==> src/core/uswc_defines.svh <==
/*
 constants for the suspend and remote-wakeup control: register offsets,
 field positions, reset values. assumes a 25 mhz clock and a word-aligned
 avalon-mm slave.
*/
`ifndef USWC_DEFINES_SVH
`define USWC_DEFINES_SVH
`define USWC_OFS_CTRL     4'h0
`define USWC_OFS_WKEN     4'h4
`define USWC_OFS_STAT     4'h8
`define USWC_OFS_IRQ_MSK  4'hC
`define USWC_OFS_PWR      5'h10
`define USWC_OFS_STATE    5'h14
`define USWC_DEPTH_LSB    0
`define USWC_SUSP_BIT     2
`define USWC_DEPTH_RST    2'h2
`define USWC_EV_GPIO      0
`define USWC_EV_MAGIC     1
`define USWC_EV_WAKE      2
`define USWC_EV_LINK      3
`define USWC_EV_WAKEUP    4
`define USWC_NUM_EV       5
`define USWC_GPIO_N       8
`define USWC_PORTS_N      3
`endif

==> src/core/uswc_pkg.sv <==
/*
 types for the suspend and remote-wakeup control.
 assumes uswc_defines.svh supplies the numbers.
*/
package uswc_pkg;
   typedef enum logic [1:0] {
      USWC_SLEEP_SHALLOW      = 2'h0,
      USWC_SLEEP_INTERMEDIATE = 2'h1,
      USWC_SLEEP_DEEPEST      = 2'h2
   } uswc_depth_t;
   typedef enum {USWC_AWAKE, USWC_ASLEEP, USWC_WAKING} uswc_state_t;
   typedef struct packed {
      logic magic;
      logic wake;
      logic link;
   } uswc_net_ev_t;
endpackage

==> src/core/uswc_top.sv <==
/*
 suspend and remote-wakeup control with avalon-mm register slave.
 assumes gpio and network event inputs come from other clock domains
 and are synchronised here; suspend request comes from the usb core on clk.
*/
// The placing of the registers and the Avalon-MM interface to the registers are this design's own decisions.
`timescale 1ns/1ps
`include "uswc_defines.svh"
module uswc_top #(
   parameter int GPIO_N  = `USWC_GPIO_N,
   parameter int PORTS_N = `USWC_PORTS_N
) (
   input  wire logic                 clk,
   input  wire logic                 rstn,
   input  wire logic [3:0]           avs_address,
   input  wire logic                 avs_read,
   input  wire logic                 avs_write,
   input  wire logic [31:0]          avs_writedata,
   output logic      [31:0]          avs_readdata,
   output logic                      avs_waitrequest,
   input  wire logic                 suspend_req,
   input  wire logic                 resume_req,
   input  wire logic [GPIO_N-1:0]    gpio_in,
   input  wire uswc_pkg::uswc_net_ev_t net_ev,
   input  wire logic [PORTS_N-1:0]   port_power_en,
   output logic                      remote_wakeup,
   output logic                      mac_clk_en,
   output logic                      suspended,
   output logic [PORTS_N-1:0]        port_phy_lowpwr,
   output logic                      irq
);
   localparam int NE = `USWC_NUM_EV;
   logic [1:0]         rst_sync_ff;
   logic               rst_n;
   logic [GPIO_N-1:0]  gpio_s1_ff, gpio_s2_ff, gpio_prev_ff;
   logic [2:0]         net_s1_ff, net_s2_ff, net_prev_ff;
   logic [1:0]         depth_ff;
   logic [GPIO_N-1:0]  gpio_en_ff;
   logic [2:0]         net_en_ff;
   logic [NE-1:0]      stat_ff, msk_ff;
   logic               ack_ff;
   logic [31:0]        rdata_ff;
   logic               mac_clk_en_ff, wake_ff;
   logic [PORTS_N-1:0] phy_lp_ff;
   uswc_pkg::uswc_state_t state_ff, nxt_state;

   always_ff @(posedge clk or negedge rstn) begin
      if (!rstn) rst_sync_ff <= 2'h0;
      else       rst_sync_ff <= {rst_sync_ff[0], 1'b1};
   end
   assign rst_n = rst_sync_ff[1];

   // two stages before any logic looks at external events
   always_ff @(posedge clk or negedge rst_n) begin
      if (!rst_n) begin
         gpio_s1_ff   <= '0;
         gpio_s2_ff   <= '0;
         gpio_prev_ff <= '0;
         net_s1_ff    <= 3'h0;
         net_s2_ff    <= 3'h0;
         net_prev_ff  <= 3'h0;
      end else begin
         gpio_s1_ff   <= gpio_in;
         gpio_s2_ff   <= gpio_s1_ff;
         gpio_prev_ff <= gpio_s2_ff;
         net_s1_ff    <= net_ev;
         net_s2_ff    <= net_s1_ff;
         net_prev_ff  <= net_s2_ff;
      end
   end

   // bus decode
   wire       acc      = (avs_read | avs_write) & ~ack_ff;
   wire [4:0] addr_b   = {1'b0, avs_address};
   wire       sel_ctrl = addr_b == {1'b0, `USWC_OFS_CTRL};
   wire       sel_wken = addr_b == {1'b0, `USWC_OFS_WKEN};
   wire       sel_stat = addr_b == {1'b0, `USWC_OFS_STAT};
   wire       sel_msk  = addr_b == {1'b0, `USWC_OFS_IRQ_MSK};
   // a write lands only on the edge where waitrequest is sampled low
   wire       wr       = avs_write & ack_ff;
   wire [1:0] wr_depth = avs_writedata[`USWC_DEPTH_LSB +: 2];
   wire       depth_ok = wr_depth != 2'h3;

   // depth gating of the three network events
   wire [2:0] net_rise   = net_s2_ff & ~net_prev_ff;
   wire       is_sh      = depth_ff == uswc_pkg::USWC_SLEEP_SHALLOW;
   wire       is_mid     = depth_ff == uswc_pkg::USWC_SLEEP_INTERMEDIATE;
   wire       asleep     = state_ff == uswc_pkg::USWC_ASLEEP;
   wire [2:0] depth_perm = {is_sh, is_sh, is_mid};
   wire [2:0] net_hit    = net_rise & net_en_ff & depth_perm;
   wire       gpio_hit   = |(gpio_s2_ff & ~gpio_prev_ff & gpio_en_ff);
   wire       wake_now   = asleep & (gpio_hit | (|net_hit));
   wire [NE-1:0] ev      = {wake_now, net_hit[0] & asleep,
                            net_hit[2] & asleep, net_hit[1] & asleep, gpio_hit & asleep};

   always_comb begin
      nxt_state = state_ff;
      case (state_ff)
         uswc_pkg::USWC_AWAKE:  if (suspend_req) nxt_state = uswc_pkg::USWC_ASLEEP;
         uswc_pkg::USWC_ASLEEP: begin
            if (resume_req)    nxt_state = uswc_pkg::USWC_AWAKE;
            else if (wake_now) nxt_state = uswc_pkg::USWC_WAKING;
         end
         uswc_pkg::USWC_WAKING: if (resume_req) nxt_state = uswc_pkg::USWC_AWAKE;
         default: nxt_state = uswc_pkg::USWC_AWAKE;
      endcase
   end

   always_ff @(posedge clk or negedge rst_n) begin
      if (!rst_n) begin
         state_ff      <= uswc_pkg::USWC_AWAKE;
         depth_ff      <= `USWC_DEPTH_RST;
         gpio_en_ff    <= '0;
         net_en_ff     <= 3'h0;
         msk_ff        <= '0;
         stat_ff       <= '0;
         mac_clk_en_ff <= 1'b1;
         wake_ff       <= 1'b0;
         phy_lp_ff     <= '1;
      end else begin
         state_ff <= nxt_state;
         if (wr && sel_ctrl && depth_ok) depth_ff <= wr_depth;
         if (wr && sel_wken) begin
            gpio_en_ff <= avs_writedata[8 +: GPIO_N];
            net_en_ff  <= avs_writedata[2:0];
         end
         if (wr && sel_msk) msk_ff <= avs_writedata[NE-1:0];
         // set beats write-one-to-clear in the same cycle
         stat_ff <= (stat_ff & ~((wr && sel_stat) ? avs_writedata[NE-1:0] : '0)) | ev;
         // shallow stops mac clock; deeper depths stop it too
         mac_clk_en_ff <= (nxt_state == uswc_pkg::USWC_AWAKE);
         wake_ff       <= (nxt_state == uswc_pkg::USWC_WAKING);
         phy_lp_ff     <= ~port_power_en;
      end
   end

   always_ff @(posedge clk or negedge rst_n) begin
      if (!rst_n) begin
         ack_ff   <= 1'b0;
         rdata_ff <= 32'h0000_0000;
      end else begin
         ack_ff <= acc;
         case (addr_b)
            {1'b0, `USWC_OFS_CTRL}:    rdata_ff <= {30'h0000_0000, depth_ff};
            {1'b0, `USWC_OFS_WKEN}:    rdata_ff <= {16'h0000, gpio_en_ff, 5'h00, net_en_ff};
            {1'b0, `USWC_OFS_STAT}:    rdata_ff <= {27'h000_0000, stat_ff};
            {1'b0, `USWC_OFS_IRQ_MSK}: rdata_ff <= {27'h000_0000, msk_ff};
            default:                   rdata_ff <= 32'h0000_0000;
         endcase
      end
   end

   assign avs_waitrequest = (avs_read | avs_write) & ~ack_ff;
   assign avs_readdata    = rdata_ff;
   assign remote_wakeup   = wake_ff;
   assign mac_clk_en      = mac_clk_en_ff;
   assign suspended       = ~mac_clk_en_ff;
   assign port_phy_lowpwr = phy_lp_ff;
   assign irq             = |(stat_ff & msk_ff);

   a_deep_no_net: assert property (@(posedge clk) disable iff (!rst_n)
      (depth_ff == uswc_pkg::USWC_SLEEP_DEEPEST) |-> net_hit == 3'h0) else $error("net wake in deepest");
   a_mid_only_link: assert property (@(posedge clk) disable iff (!rst_n)
      is_mid |-> net_hit[2:1] == 2'h0) else $error("frame wake in intermediate");
   a_shallow_frames: assert property (@(posedge clk) disable iff (!rst_n)
      is_sh |-> net_hit[0] == 1'b0) else $error("link wake in shallow");
   a_wake_when_asleep: assert property (@(posedge clk) disable iff (!rst_n)
      $rose(remote_wakeup) |-> $past(state_ff) == uswc_pkg::USWC_ASLEEP) else $error("wake not from sleep");
   a_gpio_wakes: assert property (@(posedge clk) disable iff (!rst_n)
      (asleep && gpio_hit && !resume_req) |=> remote_wakeup) else $error("gpio wake missed");
   a_mac_clk_off: assert property (@(posedge clk) disable iff (!rst_n)
      (state_ff == uswc_pkg::USWC_AWAKE && suspend_req) |=> !mac_clk_en) else $error("mac clock kept");
   a_phy_lowpwr: assert property (@(posedge clk) disable iff (!rst_n)
      !port_power_en[0] |=> port_phy_lowpwr[0]) else $error("phy not low power");
   a_en_gates: assert property (@(posedge clk) disable iff (!rst_n)
      (net_en_ff == 3'h0) |-> net_hit == 3'h0) else $error("disabled event passed");
   a_reset_depth: assert property (@(posedge clk)
      $rose(rst_n) |-> depth_ff == `USWC_DEPTH_RST) else $error("reset depth wrong");
   c_gpio_wake: cover property (@(posedge clk) disable iff (!rst_n) asleep && gpio_hit);
   c_magic_wake: cover property (@(posedge clk) disable iff (!rst_n) asleep && net_hit[2]);
   c_link_wake: cover property (@(posedge clk) disable iff (!rst_n) asleep && net_hit[0]);
endmodule // uswc_top

==> config.mk <==
export PLATFORM = sky130hd
export DESIGN_NAME = uswc_top
export DESIGN_NICKNAME = d
export VERILOG_FILES = /design/src/core/uswc_pkg.sv /design/src/core/uswc_top.sv
export VERILOG_INCLUDE_DIRS = /design/src /design/src/core
export SDC_FILE = /design/constraint.sdc
export NUM_CORES = 1
export LEC_CHECK = 0
export ABC_AREA = 1
export BUFFER_PORTS_ARGS = -buffer_cell sky130_fd_sc_hd__clkbuf_2
export CAP_MARGIN = 0
export CORE_MARGIN = 5
export CORE_UTILIZATION = 40
export DETAILED_ROUTE_END_ITERATION = 7
export HOLD_SLACK_MARGIN = 0.06
export SKIP_CTS_REPAIR_TIMING = 1
export SLEW_MARGIN = 5
export SYNTH_ARGS = -nofsm -noshare
export SYNTH_HDL_FRONTEND = slang
export SYNTH_SLANG_ARGS = --single-unit
==> constraint.sdc <==
create_clock -name clk -period 7.1 [get_ports clk]
set_input_delay 0.355 -clock clk [delete_from_list [all_inputs] [get_ports clk]]
set_output_delay 0.355 -clock clk [all_outputs]
set_load 0.005 [all_outputs]
==> key figures, run 1 <==
Global routing
  – Vias in the first global route: between 2000 and 2500
  – Gr usage total: 0.1140
  – Global-route wire length before repair: between 10 and 15 mm
  – Largest net degree at the start of global routing: 57
  – Initial antenna violation count: 0
  – Grt ovf: 0

Run
  – Max_cap viols: 0

Floorplan
  – DIE WIDTH: ~110 um
  – Die ar.: around 0.012 sq mm
  – Number of core rows: 36
  – Initial Util: 0.4073
  – Total core area: between 0.009 and 0.01 sq mm
  – Die H: around 110 um
  – Ports: 96

Logic synthesis
  – Simple-Gate Fraction of Synth Area: 0.1686
  – Post-synthesis instance total: 347
  – Unique cell type count in the Yosys netlist: 27
  – Seq/Total Area, Yosys: 0.6899
  – Synth Area in XOR/XNOR: 0
  – Post-Synth Adder-Cell Area: 0
  – Number of synthesized register bits: roughly 110
  – Synth Area per Inst: between 10 and 15 sq um
  – Multiplexer area fraction after synthesis: 0
  – Compound-Gate Fraction of Synth Area: 0.05905
  – Syn. warnings: 0
  – Post-Syn Area: around 0.0040 sq mm
  – Main combinational cell family by area after synthesis: simple AND/OR/NAND/NOR gates

Worst setup path
  – Worst path most repeated cell: nand2_1
  – Crit path cell chain: nand2_1 -> nand2_1 -> a221oi_1 -> nand2_1 -> clkbuf_2
  – Worst Path Max Fanout: 3
  – Max incr delay on CP: 0.41 ns
  – Crit path DAT: 1.30 ns
  – WS Path Type: reg -> out
  – Req. time, crit path: 6.74 ns
  – Nature of the critical path endpoint: output port
  – Setup crit start kind: flip-flop
  – Slowest cell on crit path: dfrtp_1

STA
  – Layout Skew: 0.01380 ns
  – Setup TNS: 0 ns
  – Worst-margin pin slew: 0.6767 ns
  – Final Cycle Share: 0.2334
  – Slew Limit Fails: 0
  – Final Hold Viols: 0
  – RSZ-0062 raised after global routing: false
  – Setup-failing EPs final: 0
  – Worst rel slew slack: 0.5488
  – PnR worst setup slack: between 5 and 6 ns
  – Max Clk Rate: 0.6034 GHz
  – Hold Slack: between 0.09 and 0.1 ns
  – Tmin final: approximately 1.7 ns

Route
  – Post-DR vias/cell: between 4 and 5
  – Residual DRC: 0
  – Initial DRC Count: 95
  – Vias: between 2000 and 2500
  – Wire per inst: ~11 um
  – Final WL: 6.302 mm
  – Drt pass-1 iters: 4
  – Antenna viol nets, final: 0

Placement
  – PortBufs: 57
  – Routability cong.: around 0.75
  – Pre-CTS setup slack: 5.372 ns
  – Inst Count DP: between 500 and 600
  – Post-DP HPWL: around 4.5 mm

Layout
  – Antenna Cells: 0
  – Layout cell share with drive strength beyond 1: 0.2784
  – Final core utilization: 0.4810
  – Non-Filler Instances: between 500 and 600
  – Nets: 500
  – Area growth, synth to finish: 18.09%
  – Number of fill cells in the layout: 929

Pwr
  – Pwr Density: roughly 260 mW/mm^2
  – Leakage power: 2.404 nW
  – Peak supply drop: around 0.1 mV

Hold path
  – Hold crit path type: in -> reg

Clock network
  – Clk sinks: between 100 and 150
  – H-tree levels: 3
  – Clk Latency, worst-skew pair: approximately 0.36 ns
  – Bufs on Longest Clock Path: 2
  – CTS Buf Count: 9
  – Clock Pin Slew Worst Setup and Hold Paths: 0.11 ns
  – Root Buffer: clkbuf_8
  – CTS tree: built

Status
  – Outcome: finished clean
-- cell usage in the layout, fill, tap and decap left out --
| master | count |
|---|---|
| nand2_1 | 52 |
| clkbuf_8 | 10 |
| dlygate4sd3_1 | 1 |
| bufinv_16 | 2 |
| inv_1 | 37 |
| nand3_1 | 18 |
| o21ai_0 | 16 |
| nand3b_1 | 1 |
| nor2_2 | 17 |
| o211ai_1 | 1 |
| a22o_1 | 2 |
| inv_2 | 4 |
| conb_1 | 50 |
| nor2_4 | 1 |
| a21oi_2 | 9 |
| dfstp_2 | 5 |
| clkinv_2 | 1 |
| a31oi_1 | 1 |
| nor3_2 | 2 |
| nand4_1 | 2 |
| o21ai_2 | 3 |
| nand3_4 | 1 |
| a221oi_1 | 1 |
| nor2_1 | 38 |
| clkbuf_2 | 57 |
| dfrtp_4 | 1 |
| inv_6 | 3 |
| o2111ai_1 | 1 |
| nand2_2 | 6 |
| buf_4 | 1 |
| nor3_4 | 1 |
| dfrtp_1 | 103 |
| nand2_4 | 1 |
-- power by group --
group | internal, W | switching [W] | leakage, nW
clock network | 0.000212 | 0.000206 | 0.118
registers | 0.000671 | 0.0000316 | 1.29
logic | 0.0000381 | 0.0000540 | 0.995
-- final cells by class --
cell class              count  area (sq um)  share of cell area
flip-flops and latches    109          2738              0.5850
multi-input cells         224          1090              0.2329
repair buffers             59         302.8             0.06471
well taps                 133         166.4             0.03556
inverters                  41         153.9             0.03289
clock buffers              10         137.6             0.02941
clock inverters             6         91.34             0.01952
-- cells in the mapped netlist, drive strengths merged --
cell,number,area share
nor2,56,0.066
dfrtp,104,0.66
a21oi,9,0.020
nand2,59,0.062
dfstp,5,0.033
nand3,19,0.027
nand4,2,0.0032
o2111ai,1,0.0022
buf,21,0.042
conb,2,0.0019
a22o,2,0.0044
inv,41,0.039
o21ai,19,0.027
a31oi,1,0.0016
nor3,3,0.0092
o211ai,1,0.0019
nand3b,1,0.0019
a221oi,1,0.0022
-- worst max-delay path, delay by kind of cell (launching register included) --
kind                   cells  cell delay (ns)
AO/OA/AOI/OAI              1             0.21
buffers and inverters      1             0.12
flip-flops                 1             0.41
AND/OR/NAND/NOR            3             0.20
-- metrics by stage --
| stage | cell area, sq um | total power (W) |
|---|---|---|
| after floorplan | 4143 | 0.0007774 |
| after global placement | 4441 | 0.0008058 |
| after detailed placement | 4441 | 0.0008096 |
| after CTS | 4669 | 0.001232 |
| after global routing | 4679 | 0.001279 |
| final | 4679 | 0.001213 |
-- path summary, 6_finish.rpt --
path | to | cells after the start | startpoint | slack, ns
max | irq | 5 | stat_ff[1] | 5.44
min | gpio_s1_ff[4] | 1 | gpio_in[4] | 0.09
max reg2reg | state_ff[30] | 1 | rst_sync_ff[1] | 5.60
min reg2reg | gpio_en_ff[7] | 0 | rst_sync_ff[1] | 0.36
max in group asynchronous | state_ff[30] | 1 | rst_sync_ff[1] | 5.60
min in group asynchronous | rst_sync_ff[1] | 2 | rstn | 0.30
-- per-layer routing --
layer	wire, um	global-route usage
met2	2963	0.1783
met5	0	0
met4	97	0.04541
met3	447	0.03641
met1	2794	0.1475
-- kinds of logic after synthesis --
group	after synthesis
AND/OR/NAND/NOR	140
flip-flops	109
buffers and inverters	62
AO/OA/AOI/OAI	34
other	2
-- state kept, by name, summed over array words and instances (netlist names) --
signal           cells
state_ff            32
avs_readdata        13
gpio_en_ff           8
gpio_prev_ff         8
gpio_s1_ff           8
gpio_s2_ff           8
msk_ff               5
stat_ff              5
net_en_ff            3
net_prev_ff          3
net_s1_ff            3
net_s2_ff            3
port_phy_lowpwr      3
depth_ff             2
rst_sync_ff          2
ack_ff               1
mac_clk_en           1
remote_wakeup        1
No activity file was read; power rests on OpenSTA's default activity.
==> run 2, diff against run 1 <==
- ABC_AREA: 1 -> 0
- clock period: 7.1 -> 1.7 ns (I/O delays scaled with it)
==> run 2 against run 1 <==
  * Utilization grew 5.1 points
  * Non-clock buffer count grew 41
  * Combinational power grew to 4.6 times the previous value
  * Critical endpoint is now state_ff[0]
  * Largest cell class unchanged
==> key figures, run 2 <==
Clock network
  – Clk Latency, worst-skew pair: ~0.37 ns
  – Bufs on Longest Clock Path: 2
  – Clk sinks: approximately 110
  – Clock Pin Slew Worst Setup and Hold Paths: approximately 0.10 ns
  – CTS tree: built
  – CTS Buf Count: 9
  – H-tree levels: 3
  – Root Buffer: clkbuf_8

Pwr
  – Pwr Density: between 1000 and 1500 mW/mm^2
  – Logic pwr share: 0.084
  – Sequential power share: 0.572
  – Internal: 0.003888 W
  – Leakage power: 2.369 nW
  – Peak supply drop: a little over 0.4 mV
  – Clock Power Share: 0.344
  – Psw: roughly 0.0012 W
  – Sw frac: 0.2377

Layout
  – Most frequent cells in the layout: 103 x dfrtp_1, 57 x clkbuf_2, 50 x conb_1, 35 x dlygate4sd3_1, 23 x nand2_1
  – Number of fill cells in the layout: ~770
  – Final instance area: around 0.005 sq mm
  – Top reg by flops: state_ff
  – Nets: 446
  – Layout cell share with drive strength beyond 1: 0.2937
  – Area occupied by multi-input gates: roughly 0.0010 sq mm
  – Largest register FFs: 32
  – Area growth, synth to finish: 30.82%
  – Commonest non-fill, non-tap cell in the layout: dfrtp_1
  – Register area: approximately 0.0027 sq mm
  – Non-Filler Instances: ~510
  – Antenna Cells: 0

Worst setup path
  – Worst R2R End: state_ff[0]
  – Worst Setup SP: depth_ff[1]
  – Reg-to-Reg Start: depth_ff[1]
  – Worst Path Max Fanout: 5
  – Nature of the critical path endpoint: flip-flop
  – Req. time, crit path: 1.97 ns
  – Setup crit start kind: flip-flop
  – R2r worst-path depth: 5
  – Worst reg-to-reg setup slack: between 0.08 and 0.09 ns
  – Crit path DAT: 1.88 ns
  – CP endpoint: state_ff[0]
  – WS Path Type: reg -> reg

Run
  – Max_cap viols: 0

STA
  – Setup-failing EPs final: 0
  – Max Clk Rate: 0.6194 GHz
  – PnR worst setup slack: around 0.086 ns
  – Final Hold Viols: 0
  – Hold Slack: 0.08090 ns
  – Layout Skew: 0.01563 ns
  – Final Cycle Share: 0.9497
  – Tmin final: about 1.6 ns
  – RSZ-0062 raised after global routing: true
  – Slew Limit Fails: 0

Global routing
  – Global-route wire length before repair: between 10 and 15 mm
  – Grt ovf: 0
  – Largest net degree at the start of global routing: between 40 and 50
  – Gr usage total: 0.1231
  – Initial antenna violation count: 0
  – Vias in the first global route: 2184

Placement
  – Pre-CTS setup slack: 0.08699 ns
  – Inst Count DP: ~450
  – PortBufs: 57
  – Post-DP HPWL: 4.391 mm
  – DP Area: between 0.004 and 0.005 sq mm
  – Routability cong.: 0.7623

Floorplan
  – Die H: around 110 um
  – Number of core rows: 35
  – Die ar.: around 0.011 sq mm
  – Initial Util: 0.4063
  – Ports: 96
  – Total core area: around 0.0092 sq mm
  – DIE WIDTH: 106.4 um

Route
  – Vias: roughly 2200
  – Initial DRC Count: 62
  – Drt pass-1 iters: 4
  – Wire per inst: around 13 um
  – Residual DRC: 0
  – Post-DR vias/cell: 4.372
  – Final WL: 6.538 mm
  – Antenna viol nets, final: 0

Logic synthesis
  – Post-Syn Area: between 0.003 and 0.004 sq mm
  – Synth Area per Inst: 14.70 sq um
  – Post-synth top cells: 104 x dfrtp_1, 23 x nand2_1, 20 x buf_4
  – Syn. warnings: 0
  – Number of synthesized flops with an enable pin: 0
  – Unique cell type count in the Yosys netlist: 39
  – Most frequent cell after synthesis: dfrtp_1
  – Share of synthesized registers carrying an async set or reset: 1.000
  – Synth top area cells: dfrtp_1 70%, mux2_2 5.1%, buf_4 4.0%, dfstp_2 3.5%, nand2_1 2.3%
  – Yosys top cell area share: 0.6999
  – Number of synthesized register bits: about 110
  – Cell taking the most area after synthesis: dfrtp_1
  – Post-synth top flop: dfrtp_1
  – Seq/Total Area, Yosys: 0.7352
  – Post-synthesis instance total: about 250

Status
  – Outcome: finished clean

Hold path
  – Hold Startpoint: avs_address[1]
  – Hold crit path type: in -> reg
## run 2: cell type report
cell class | instances | area share
clock inverters | 6 | 0.02160
clock buffers | 10 | 0.02623
well taps | 111 | 0.02855
inverters | 4 | 0.003086
repair buffers | 100 | 0.1481
multi-input cells | 166 | 0.2096
flip-flops and latches | 109 | 0.5628
## run 2: cells by family (layout without fill, tap and decap cells)
logic type             Yosys count  in the layout  share of synthesized area
AND/OR/NAND/NOR                 77             77                     0.1090
other                            2             50                   0.002020
buffers and inverters           26            120                    0.04677
AO/OA/AOI/OAI                   18             18                    0.03701
multiplexers                    21             21                    0.06999
flip-flops                     109            109                     0.7352
## run 2: metrics by stage
stage	total power (W)	utilization	setup TNS (ns)
floorplan	0.003186	-	0
global placement	0.003312	0.4638	0
detailed placement	0.003330	0.4638	0
CTS	0.005098	0.4893	0
global route	0.005355	0.5315	-0.02895
finish	0.005100	0.5315	0
## run 2: worst min path at each step
stage	to	slack (ns)	depth (start not counted)
floorplan	rst_sync_ff[0]	-0.21	0
global placement	rst_sync_ff[0]	-0.13	1
detailed placement	rst_sync_ff[0]	-0.13	1
CTS	rst_sync_ff[1]	-0.54	1
global route	avs_readdata[0]	0.07	3
finish	avs_readdata[1]	0.08	3
## run 2: power by group through the flow
stage / Clock (W) / Combinational, W / Sequential, W
after floorplan: 0 / 0.000238 / 0.00295
after global placement: 0 / 0.000353 / 0.00296
after detailed placement: 0 / 0.000362 / 0.00297
after CTS: 0.00182 / 0.000364 / 0.00292
after global routing: 0.00192 / 0.000483 / 0.00295
final: 0.00176 / 0.000426 / 0.00292
## run 2: layer usage
metal / GRT usage / vias to the layer above / wire (um)
met5: 0 / - / 0
met4: 0.04110 / 0 / 85
met3: 0.04432 / 8 / 371
met2: 0.1941 / 53 / 3147
met1: 0.1590 / 1082 / 2933
li1: - / 1069 / -
## run 2: worst max-delay path, cell delays in order (launching register included)
cell      delay, ns
dfstp_2        0.58
nand4b_1       0.13
nor2_2         0.05
or3_4          0.35
o31a_1         0.29
nor4_2         0.12
